`src/logic/adcc_pkg.sv`:
```
// Purpose: Shared constants for the converter control block
// Assumes: Classic Wishbone slave, word-spaced 8-bit registers
// Notes: Register byte address is four times the printed index

package adcc_pkg;
    // -------------------------------------------------------------
    // Register indices and address width
    // -------------------------------------------------------------
    localparam logic [7:0] IDX_CONTROL = 8'h10;
    localparam logic [7:0] IDX_RES_HIGH = 8'h11;
    localparam logic [7:0] IDX_RES_LOW = 8'h12;
    localparam logic [7:0] IDX_STATUS = 8'h13;
    localparam logic [7:0] IDX_IRQ_STATUS = 8'h14;
    localparam logic [7:0] IDX_IRQ_MASK = 8'h15;
    localparam int ADDR_W = 10;

    // -------------------------------------------------------------
    // Control and status register fields, reset values
    // -------------------------------------------------------------
    localparam int CTRL_TRIGGER_BIT = 0;
    localparam int CTRL_SEL_LSB = 1;
    localparam int CTRL_SEL_MSB = 3;
    localparam int CTRL_FORMAT_BIT = 4;
    localparam logic [7:0] CTRL_RESET = 8'h00;
    localparam int STATUS_DONE_BIT = 0;
    localparam logic [7:0] MASK_RESET = 8'h00;

    // -------------------------------------------------------------
    // Timing
    // -------------------------------------------------------------
    localparam int CONV_TIME_US = 80;
    localparam int SYS_TICK_MHZ = 1;
    localparam int CLK_MHZ = 200;
    localparam int TICK_DIV = CLK_MHZ / SYS_TICK_MHZ;
    localparam int CONV_TICKS = CONV_TIME_US * SYS_TICK_MHZ;
    localparam int RESULT_W = 12;
endpackage : adcc_pkg

```
`src/logic/adcc_top.sv`:
```
// Purpose: Sequencing, result registers and status for a 12-bit converter
// Assumes: Analog core delivers a code on a result port after each sample pulse
// Notes: Sequencing counts ticks of an internal 1 MHz enable

`timescale 1ns/10ps

module adcc_top #(
    parameter int TICK_DIV = adcc_pkg::TICK_DIV,
    parameter int CONV_TICKS = adcc_pkg::CONV_TICKS
) (
    input wire logic clk_i, // System clock, 200 MHz
    input wire logic rst_i, // Synchronous reset, high
    input wire logic [adcc_pkg::ADDR_W-1:0] wb_adr_i, // Byte address
    input wire logic [31:0] wb_dat_i, // Write data
    input wire logic [3:0] wb_sel_i, // Byte lanes
    input wire logic wb_we_i, // Write strobe
    input wire logic wb_cyc_i, // Cycle
    input wire logic wb_stb_i, // Strobe
    output logic [31:0] wb_dat_o, // Read data
    output logic wb_ack_o, // Acknowledge
    input wire logic [11:0] core_code_i, // Code from analog core
    output logic core_power_o, // Analog core powered
    output logic core_sample_o, // Sample pulse to core
    output logic [2:0] source_sel_o, // Selected input
    output logic irq_o // Level interrupt
);

    // -------------------------------------------------------------
    // Conversion state
    // -------------------------------------------------------------
    typedef enum logic [1:0] {ST_IDLE, ST_CONVERT, ST_STORE} adcc_state_t;

    adcc_state_t state_ff;
    adcc_state_t nxt_state;
    logic [7:0] ctrl_ff;
    logic [11:0] result_ff;
    logic done_ff;
    logic [7:0] irq_stat_ff;
    logic [7:0] irq_mask_ff;
    logic [7:0] tick_cnt_ff;
    logic tick_ff;
    logic [7:0] conv_cnt_ff;
    logic [31:0] rdata_ff;
    logic ack_ff;
    logic [11:0] code_sync1_ff;
    logic [11:0] code_sync2_ff;

    // -------------------------------------------------------------
    // Bus decode
    // -------------------------------------------------------------
    wire bus_req = wb_cyc_i && wb_stb_i && !ack_ff;
    wire [7:0] reg_idx = wb_adr_i[adcc_pkg::ADDR_W-1:2];
    wire wr_lane0 = bus_req && wb_we_i && wb_sel_i[0];
    wire rd_req = bus_req && !wb_we_i;
    wire wr_ctrl = wr_lane0 && (reg_idx == adcc_pkg::IDX_CONTROL);
    wire wr_mask = wr_lane0 && (reg_idx == adcc_pkg::IDX_IRQ_MASK);
    wire trigger = wr_ctrl && wb_dat_i[adcc_pkg::CTRL_TRIGGER_BIT];
    wire rd_irq_stat = rd_req && (reg_idx == adcc_pkg::IDX_IRQ_STATUS);
    wire fmt_on = ctrl_ff[adcc_pkg::CTRL_FORMAT_BIT];
    wire store_now = (state_ff == ST_STORE);

    // Formatted view: MSB dropped, remainder shifted left one
    wire [11:0] view_code = fmt_on ? {result_ff[10:0], 1'b0} : result_ff;
    wire [7:0] res_high = view_code[11:4];
    wire [7:0] res_low = {view_code[3:0], 4'h0};

    // Read mux; unmapped addresses read zero
    logic [7:0] rd_byte;
    always_comb
    begin
        case (reg_idx)
            adcc_pkg::IDX_CONTROL: rd_byte = {ctrl_ff[7:1], 1'b0};
            adcc_pkg::IDX_RES_HIGH: rd_byte = res_high;
            adcc_pkg::IDX_RES_LOW: rd_byte = res_low;
            adcc_pkg::IDX_STATUS: rd_byte = {7'h00, done_ff};
            adcc_pkg::IDX_IRQ_STATUS: rd_byte = irq_stat_ff;
            adcc_pkg::IDX_IRQ_MASK: rd_byte = irq_mask_ff;
            default: rd_byte = 8'h00;
        endcase
    end

    // -------------------------------------------------------------
    // Sequencer
    // -------------------------------------------------------------
    // Trigger during a conversion restarts it, so each write counts
    always_comb
    begin
        case (state_ff)
            ST_IDLE: nxt_state = trigger ? ST_CONVERT : ST_IDLE;
            ST_CONVERT:
                if (trigger)
                    nxt_state = ST_CONVERT;
                else if (tick_ff && conv_cnt_ff == 8'(CONV_TICKS - 2))
                    nxt_state = ST_STORE;
                else
                    nxt_state = ST_CONVERT;
            ST_STORE: nxt_state = trigger ? ST_CONVERT : ST_IDLE;
            default: nxt_state = ST_IDLE;
        endcase
    end

    // 1 MHz tick derived from the bus clock
    always_ff @(posedge clk_i)
    begin
        if (rst_i || tick_cnt_ff == 8'(TICK_DIV - 1))
            tick_cnt_ff <= 8'h00;
        else
            tick_cnt_ff <= tick_cnt_ff + 8'h01;
        tick_ff <= !rst_i && (tick_cnt_ff == 8'(TICK_DIV - 1));
    end

    // Conversion tick counter and state
    always_ff @(posedge clk_i)
    begin
        if (rst_i)
        begin
            state_ff <= ST_IDLE;
            conv_cnt_ff <= 8'h00;
        end
        else
        begin
            state_ff <= nxt_state;
            if (trigger)
                conv_cnt_ff <= 8'h00;
            else if (state_ff == ST_CONVERT && tick_ff)
                conv_cnt_ff <= conv_cnt_ff + 8'h01;
        end
    end

    // Core code is from another domain; two stages before use
    always_ff @(posedge clk_i)
    begin
        code_sync1_ff <= core_code_i;
        code_sync2_ff <= code_sync1_ff;
    end

    // Control, result and done flag
    always_ff @(posedge clk_i)
    begin
        if (rst_i)
        begin
            ctrl_ff <= adcc_pkg::CTRL_RESET;
            result_ff <= 12'h000;
            done_ff <= 1'b0;
            irq_mask_ff <= adcc_pkg::MASK_RESET;
        end
        else
        begin
            if (wr_ctrl)
                ctrl_ff <= wb_dat_i[7:0];
            if (wr_mask)
                irq_mask_ff <= wb_dat_i[7:0];
            if (store_now && !trigger)
                result_ff <= code_sync2_ff;
            if (trigger)
                done_ff <= 1'b0;
            else if (store_now)
                done_ff <= 1'b1;
        end
    end

    // Sticky event bit 0: done; a read clears unless set same cycle
    wire done_event = store_now && !trigger;
    always_ff @(posedge clk_i)
    begin
        if (rst_i)
            irq_stat_ff <= 8'h00;
        else if (done_event)
            irq_stat_ff <= (rd_irq_stat ? 8'h00 : irq_stat_ff) | 8'h01;
        else if (rd_irq_stat)
            irq_stat_ff <= 8'h00;
    end

    // Bus answer one cycle after the request
    always_ff @(posedge clk_i)
    begin
        if (rst_i)
        begin
            ack_ff <= 1'b0;
            rdata_ff <= 32'h0000_0000;
        end
        else
        begin
            ack_ff <= bus_req;
            rdata_ff <= rd_req ? {24'h00_0000, rd_byte} : 32'h0000_0000;
        end
    end

    // Registered outputs
    always_ff @(posedge clk_i)
    begin
        if (rst_i)
        begin
            core_power_o <= 1'b0;
            core_sample_o <= 1'b0;
            source_sel_o <= 3'h0;
            irq_o <= 1'b0;
        end
        else
        begin
            core_power_o <= (nxt_state != ST_IDLE);
            core_sample_o <= trigger;
            source_sel_o <= wr_ctrl ? wb_dat_i[3:1] : ctrl_ff[3:1];
            irq_o <= |(irq_stat_ff & irq_mask_ff);
        end
    end

    assign wb_ack_o = ack_ff;
    assign wb_dat_o = rdata_ff;

    // -------------------------------------------------------------
    // Check helpers
    // -------------------------------------------------------------
    // Edges spent converting since the last trigger; a counter keeps
    // the long time bound cheap, where a delay range would not be
    localparam int AGE_LIMIT = CONV_TICKS * TICK_DIV - 1;
    logic [15:0] conv_age_ff;
    always_ff @(posedge clk_i)
    begin
        if (rst_i || trigger)
            conv_age_ff <= 16'h0000;
        else if (state_ff == ST_CONVERT)
            conv_age_ff <= conv_age_ff + 16'h0001;
    end

    // -------------------------------------------------------------
    // Checks
    // -------------------------------------------------------------
    a_done_clears: assert property (@(posedge clk_i) disable iff (rst_i)
        trigger |=> !done_ff)
        else $error("done flag not cleared by trigger");

    a_done_in_time: assert property (@(posedge clk_i) disable iff (rst_i)
        (state_ff == ST_CONVERT) |-> (conv_age_ff < 16'(AGE_LIMIT)))
        else $error("conversion exceeded time bound");

    a_power_idle: assert property (@(posedge clk_i) disable iff (rst_i)
        (state_ff == ST_IDLE && !trigger) |=> !core_power_o)
        else $error("core powered while idle");

    a_status_read: assert property (@(posedge clk_i) disable iff (rst_i)
        (rd_req && reg_idx == adcc_pkg::IDX_STATUS) |=> wb_dat_o[0] == $past(done_ff))
        else $error("status bit wrong");

    a_format_shift: assert property (@(posedge clk_i) disable iff (rst_i)
        fmt_on |-> res_high == result_ff[10:3])
        else $error("format view wrong");

    a_plain_high: assert property (@(posedge clk_i) disable iff (rst_i)
        !fmt_on |-> res_high == result_ff[11:4])
        else $error("upper byte wrong");

    a_select_out: assert property (@(posedge clk_i) disable iff (rst_i)
        wr_ctrl |=> source_sel_o == $past(wb_dat_i[3:1]))
        else $error("source select not driven");

    a_sample_start: assert property (@(posedge clk_i) disable iff (rst_i)
        trigger |=> core_sample_o && state_ff == ST_CONVERT)
        else $error("conversion not started");

    a_tick_rate: assert property (@(posedge clk_i) disable iff (rst_i)
        tick_ff |-> tick_cnt_ff == 8'h00 && $past(tick_cnt_ff) == 8'(TICK_DIV - 1))
        else $error("tick too fast");

    a_done_sets: assert property (@(posedge clk_i) disable iff (rst_i)
        done_event |=> done_ff)
        else $error("done flag not set after store");

    a_result_store: assert property (@(posedge clk_i) disable iff (rst_i)
        done_event |=> result_ff == $past(code_sync2_ff))
        else $error("result not stored");

    a_power_busy: assert property (@(posedge clk_i) disable iff (rst_i)
        (state_ff == ST_CONVERT) |-> core_power_o)
        else $error("core unpowered while converting");

    a_idle_after: assert property (@(posedge clk_i) disable iff (rst_i)
        done_event |=> state_ff == ST_IDLE && !core_power_o)
        else $error("core not idle after store");

    a_low_view: assert property (@(posedge clk_i) disable iff (rst_i)
        fmt_on |-> res_low == {result_ff[2:0], 5'h00})
        else $error("formatted low byte wrong");

    a_source_hold: assert property (@(posedge clk_i) disable iff (rst_i)
        !wr_ctrl |=> source_sel_o == $past(ctrl_ff[3:1]))
        else $error("source select drifted");

endmodule : adcc_top

```
`config.mk`:
```
export PLATFORM = sky130hd
export DESIGN_NAME = adcc_top
export DESIGN_NICKNAME = d
export VERILOG_FILES = /design/src/logic/adcc_pkg.sv /design/src/logic/adcc_top.sv
export SDC_FILE = /design/constraint.sdc
export NUM_CORES = 1
export LEC_CHECK = 0
export ABC_AREA = 0
export BUFFER_PORTS_ARGS = -buffer_cell sky130_fd_sc_hd__buf_2
export CORE_MARGIN = 3
export CORE_UTILIZATION = 50
export CTS_BUF_LIST = sky130_fd_sc_hd__clkbuf_2 sky130_fd_sc_hd__clkbuf_4 sky130_fd_sc_hd__clkbuf_8
export CTS_CLUSTER_DIAMETER = 30
export DETAILED_ROUTE_END_ITERATION = 16
export PLACE_DENSITY = 0.78
export SLEW_MARGIN = 20
export SYNTH_ARGS = -nofsm -noshare
export SYNTH_HDL_FRONTEND = slang
export SYNTH_SLANG_ARGS = --single-unit
```
`constraint.sdc`:
```
create_clock -name clk_i -period 2.7 [get_ports clk_i]
set_clock_uncertainty 0.15 [all_clocks]
set_input_delay 0.27 -clock clk_i [delete_from_list [all_inputs] [get_ports clk_i]]
set_output_delay 0.27 -clock clk_i [all_outputs]
set_load 0.005 [all_outputs]
```
## Word-level counts from Yosys, hierarchy flattened

Cells that the tools add are included.

- Flip-flop bits (word level): 119
- Bits in latches: 0
- Memory bits (writable): 0
- Memory bits (read-only): 0
- Input bits: 63
- Output and inout bits: 39
- Logic and storage cells: 67
- Memories kept: 0

- $add $sub $neg: 2
- $mul: 0
- Div/mod/pow operators: 0
- Magnitude comparators: 0
- Eq/ne operators: 10
- Shift operators: 0
- Mux-type cells: 9
- Bitwise gates (word level): 2
- Reductions and logical operators: 25

Operators with widths:

| kind | count |
|---|---|
| $eq 8x5->1 const B | 6 |
| $pmux 8 s6 | 1 |
| $add 8x1->8 const B | 2 |
| $logic_and 1x1->1 | 13 |
| $mux 12 | 1 |
| $and 8x8->8 | 1 |
| $eq 8x7->1 const B | 1 |
| $eq 8x8->1 const B | 1 |
| $mux 8 | 1 |
| $reduce_or 8->1 | 1 |
| $reduce_or 2->1 | 3 |
| $logic_not 1->1 | 4 |
| $mux 2 | 2 |
| $pmux 2 s2 | 1 |
| $reduce_bool 2->1 | 2 |
| $mux 3 | 1 |
| $eq 2x1->1 const B | 1 |
| $eq 2x2->1 const B | 1 |
| $logic_not 2->1 | 1 |
| $mux 1 | 2 |
| $logic_or 1x1->1 | 1 |
| $not 1->1 | 1 |

## Longest topological paths before layout

- Depth in word-level cells: 9
- Mapped depth: 6
- Depth with buffers taken out: 5

## Worst setup path after synthesis

OpenSTA, ideal clock, no wires.

- Path type: input -> register
- From: in wb_adr_i[9] (netlist bit)
- To: reg irq_stat_ff[0]
- Library setup time: 0.115 ns
- Data arrival time: 1.686 ns
- Data required time: 2.435 ns
- Slack: 0.749 ns
- Stages on the path: 4
- Path buffers: 0
- Cell sequence: or4b_4 > or3_4 > o41a_1 > o21ba_1

- Word-level cells in the longest chain between the ends: 6
- Elaborated cells between the ends (all ways): 9
- Classes of those cells: eq/ne (2); mux (1); reduce/logical (6)

Ends and longest elaborated chain:

| item | RTL line | source |
|---|---|---|
| from (decl) | adcc_top.sv:13 | `input wire logic [adcc_pkg::ADDR_W-1:0] wb_adr_i,` |
| $eq 8x5->1 | adcc_top.sv:55 | `wire wr_ctrl = wr_lane0 && (reg_idx == adcc_pkg::IDX_CONTROL);` |
| $logic_and 1x1->1 | adcc_top.sv:55 |  |
| $logic_and 1x1->1 | adcc_top.sv:57 | `wire trigger = wr_ctrl && wb_dat_i[adcc_pkg::CTRL_TRIGGER_BIT];` |
| $logic_not 1->1 | adcc_top.sv:163 | `wire done_event = store_now && !trigger;` |
| $logic_and 1x1->1 | adcc_top.sv:163 |  |
| $mux 1 / $reduce_bool 2->1 (equally long branches) | -- |  |
| to (signal assigned) | adcc_top.sv:169 | `irq_stat_ff <= (rd_irq_stat ? 8'h00 : irq_stat_ff) \| 8'h01;` |
| to (decl) | adcc_top.sv:38 | `logic [7:0] irq_stat_ff;` |

Several ways; a longest one is shown, not always the timed one.
A chain may end at the register's enable or synchronous reset.

## Final worst setup path

- From: in wb_adr_i[9] (netlist bit)
- To: reg result_ff[11]

- Word-level cells in the longest chain between the ends: 5

Ends and longest elaborated chain:

| item | RTL line | source |
|---|---|---|
| $eq 8x5->1 | adcc_top.sv:55 |  |
| $logic_and 1x1->1 | adcc_top.sv:55 |  |
| $logic_and 1x1->1 | adcc_top.sv:57 |  |
| $logic_not 1->1 | adcc_top.sv:153 | `if (store_now && !trigger)` |
| $logic_and 1x1->1 | adcc_top.sv:153 |  |
| to (signal assigned) | adcc_top.sv:154 | `result_ff <= code_sync2_ff;` |
| to (decl) | adcc_top.sv:36 | `logic [11:0] result_ff;` |

No other way between the ends.

==> run_results.csv <==
group,metric,value,unit
layout,multi_input_area,0.00150,mm2
layout,n_fill_cell,528,
yosys,yosys_warnings,0,
critical_path,cp.arrival,1980,ps
sta,setup_tns,0,ps
critical_path,crit_type,"in2reg",
clock_network,cts_tree,"built",
placed_design,place_area,0.00362,mm2
clock_network,numCtsBuffers,9,
global_routing,grt_max_degree,29,
clock_network,cts.sinks,87,
sta,fmax,0.513,GHz
yosys,avgSynthCellArea,10.3,um2
critical_path,critical_path.startpoint_type,"primary input",
clock_network,root_buffer,"clkbuf_8",
clock_network,clk_pin_slew,70,ps
routing,drt-vias-per-instance,4.93,
placed_design,pre_cts_ws,399,ps
outcome,status,"completed",
sta,setup_violations,0,
layout,area_delta_synth_final,15.0,%
sta,finalWorstSetupSlack,752,ps
global_routing,grt_pass1_vias,2211,
global_routing,grt_overflow,0,
critical_path,crit_path_end_kind,"flop",
global_routing,grt_pass1_wl,9540,um
sta,relSlewSlack,0.369,
clock_network,htreeDepth,3,
sta,period_minus_slack,1950,ps
placed_design,place_hpwl,4100,um
sta,rsz0062_at_grt,"false",
sta,fin_crit_sh,0.721,
pwr,cellPowerDensity,588,mW/mm2
yosys,netlist_area,0.00343,mm2
run,drv_cap,0,
clock_network,cts_setup_buffers,0,
placed_design,port_buffers,48,
clock_network,cts_buffer_depth,2,
floorplan,start_util,0.528,
sta,whs,31.0,ps
critical_path,cp_max_fo,13,
layout,seqCellArea,0.00174,mm2
yosys,ys_types,50,
floorplan,io-pin-count,102,
clock_network,cts_resized,0,
sta,hold_violations,0,
floorplan,die_h,88.8,um
yosys,synth.top_cell.area_share,0.508,
yosys,syn-instance-count,332,
routing,wl,5810,um
routing,first_pass_iters,4,
routing,wl_per_cell,12.3,um
yosys,ys_seq_area_frac,0.508,
layout,fin_nets,456,
yosys,post-synth-top-count-cell,"dfxtp_1",
floorplan,core,0.00649,mm2
routing,ant_nets,0,
pwr,peakVddDrop,418,uV
routing,drcViolationCount,0,
yosys,synth_area_leader_cell,"dfxtp_1",
routing,drt_iter0_markers,95,
layout,post-route-cell-area,0.00394,mm2
routing,num_vias,2329,
yosys,synth-edff-count,0,
layout,antenna_cells,0,
sta,worstMarginPinSlew,941,ps
yosys,ys_seq_elements,87,
clock_network,worstSkewPairLatency,350,ps
critical_path,cp.required,2730,ps
yosys,async_flop_share,0,
yosys,synth-main-ff-cell,"dfxtp_1",
placed_design,gp_congestion,0.822,
global_routing,grt_usage,0.158,
global_routing,antenna_found_initial,0,
yosys,ys_top_cells_by_count,"dfxtp_1, nor2_1, mux2i_1",
worst_hold_path,hold_class,"in2reg",
sta,slew_viol_final,0,
yosys,synth.area.top_cells,"dfxtp_1, mux2i_1, buf_4, nor2_1, nand2b_1",
floorplan,dieArea,0.00788,mm2
layout,drive_gt1_frac,0.200,
floorplan,die_w,88.8,um
floorplan,num_rows,29,
pwr,power_leakage,1.58,nW
[flip-flops by register name, indices dropped and copies added, names as in the netlist]
| register | cells |
|---|---|
| irq_stat_ff | 1 |
| code_sync2_ff | 12 |
| wb_dat_o | 8 |
| conv_cnt_ff | 8 |
| done_ff | 1 |
| core_power_o | 1 |
| tick_cnt_ff | 8 |
| wb_ack_o | 1 |
| ctrl_ff | 7 |
| irq_o | 1 |
| state_ff | 2 |
| source_sel_o | 3 |
| irq_mask_ff | 8 |
| core_sample_o | 1 |
| code_sync1_ff | 12 |
| tick_ff | 1 |
| result_ff | 12 |
[cell usage in the layout, fill, tap and decap left out, drive strengths merged, types with 3 or more instances in the layout]
cell type / n
dfxtp: 87
buf: 51
nor2: 46
mux2i: 35
nand2b: 24
conb: 24
clkbuf: 13
dlygate4sd3: 12
nand3: 10
xor2: 10
a21oi: 8
inv: 6
nand2: 6
nand4: 4
nor2b: 4
nor4b: 3
mux2: 3
a222oi: 3
and2: 3
and3: 3
xnor2: 3
ha: 3
or3: 3
[logic make-up after synthesis]
family,synth area share
AO/OA/AOI/OAI,0.0643
adder cells (fa/ha/maj),0.0110
AND/OR/NAND/NOR,0.189
XOR/XNOR,0.0332
flip-flops,0.508
other,0.00109
multiplexers,0.112
buffers and inverters,0.0807
[cell type report]
class                           instances  area share
Sequential cell                        87       0.442
Timing Repair Buffer                   63      0.0971
Inverter                                6     0.00571
Clock buffer                           13      0.0406
Tap cell                               77      0.0244
Clock inverter                          3      0.0108
Multi-Input combinational cell        223       0.379
[critical path: stages]
cell      delay (ps)
buf_2            100
or4b_4           570
nor4_4           490
a21boi_2         340
mux2i_1          210
[stage by stage]
stage                     cells  total power [mW]   util
after global placement      444              1.43  0.557
after floorplan             355              1.42      -
after global routing        472              2.42  0.607
after CTS                   472              2.34  0.607
final                       472              2.32  0.607
after detailed placement    444              1.44  0.557
[where the power goes]
group | internal, mW | total [mW] | switching, mW | leakage, nW
Sequential | 1.31 | 1.31 | 0.00766 | 0.710
Clock | 0.483 | 0.897 | 0.414 | 0.104
Combinational | 0.0499 | 0.107 | 0.0567 | 0.765
[layer usage]
layer	vias to the layer above	global-route usage	wire, um
met1	1056	0.191	2620
li1	1192	-	-
met3	10	0.0475	318
met5	-	0	0
met4	0	0.0714	84
met2	71	0.257	2790
[worst paths after layout]
kind	start	end	slack (ps)	cells past startpoint
worst max-delay path	wb_adr_i[9]	result_ff[11]	750	5
worst min-delay path	wb_dat_i[1]	irq_mask_ff[1]	30	3
worst max register to register	wb_ack_o	result_ff[11]	790	4
worst min register to register	code_sync1_ff[10]	code_sync2_ff[10]	180	0
[repair_timing]
item / 4_1_cts / 5_1_grt
hold endpoints to repair: 12 / 0
hold buffers: 12 / 0
endpoints found under the setup margin: 0 / 0
Note: power is estimated with default switching activity, not from simulation.
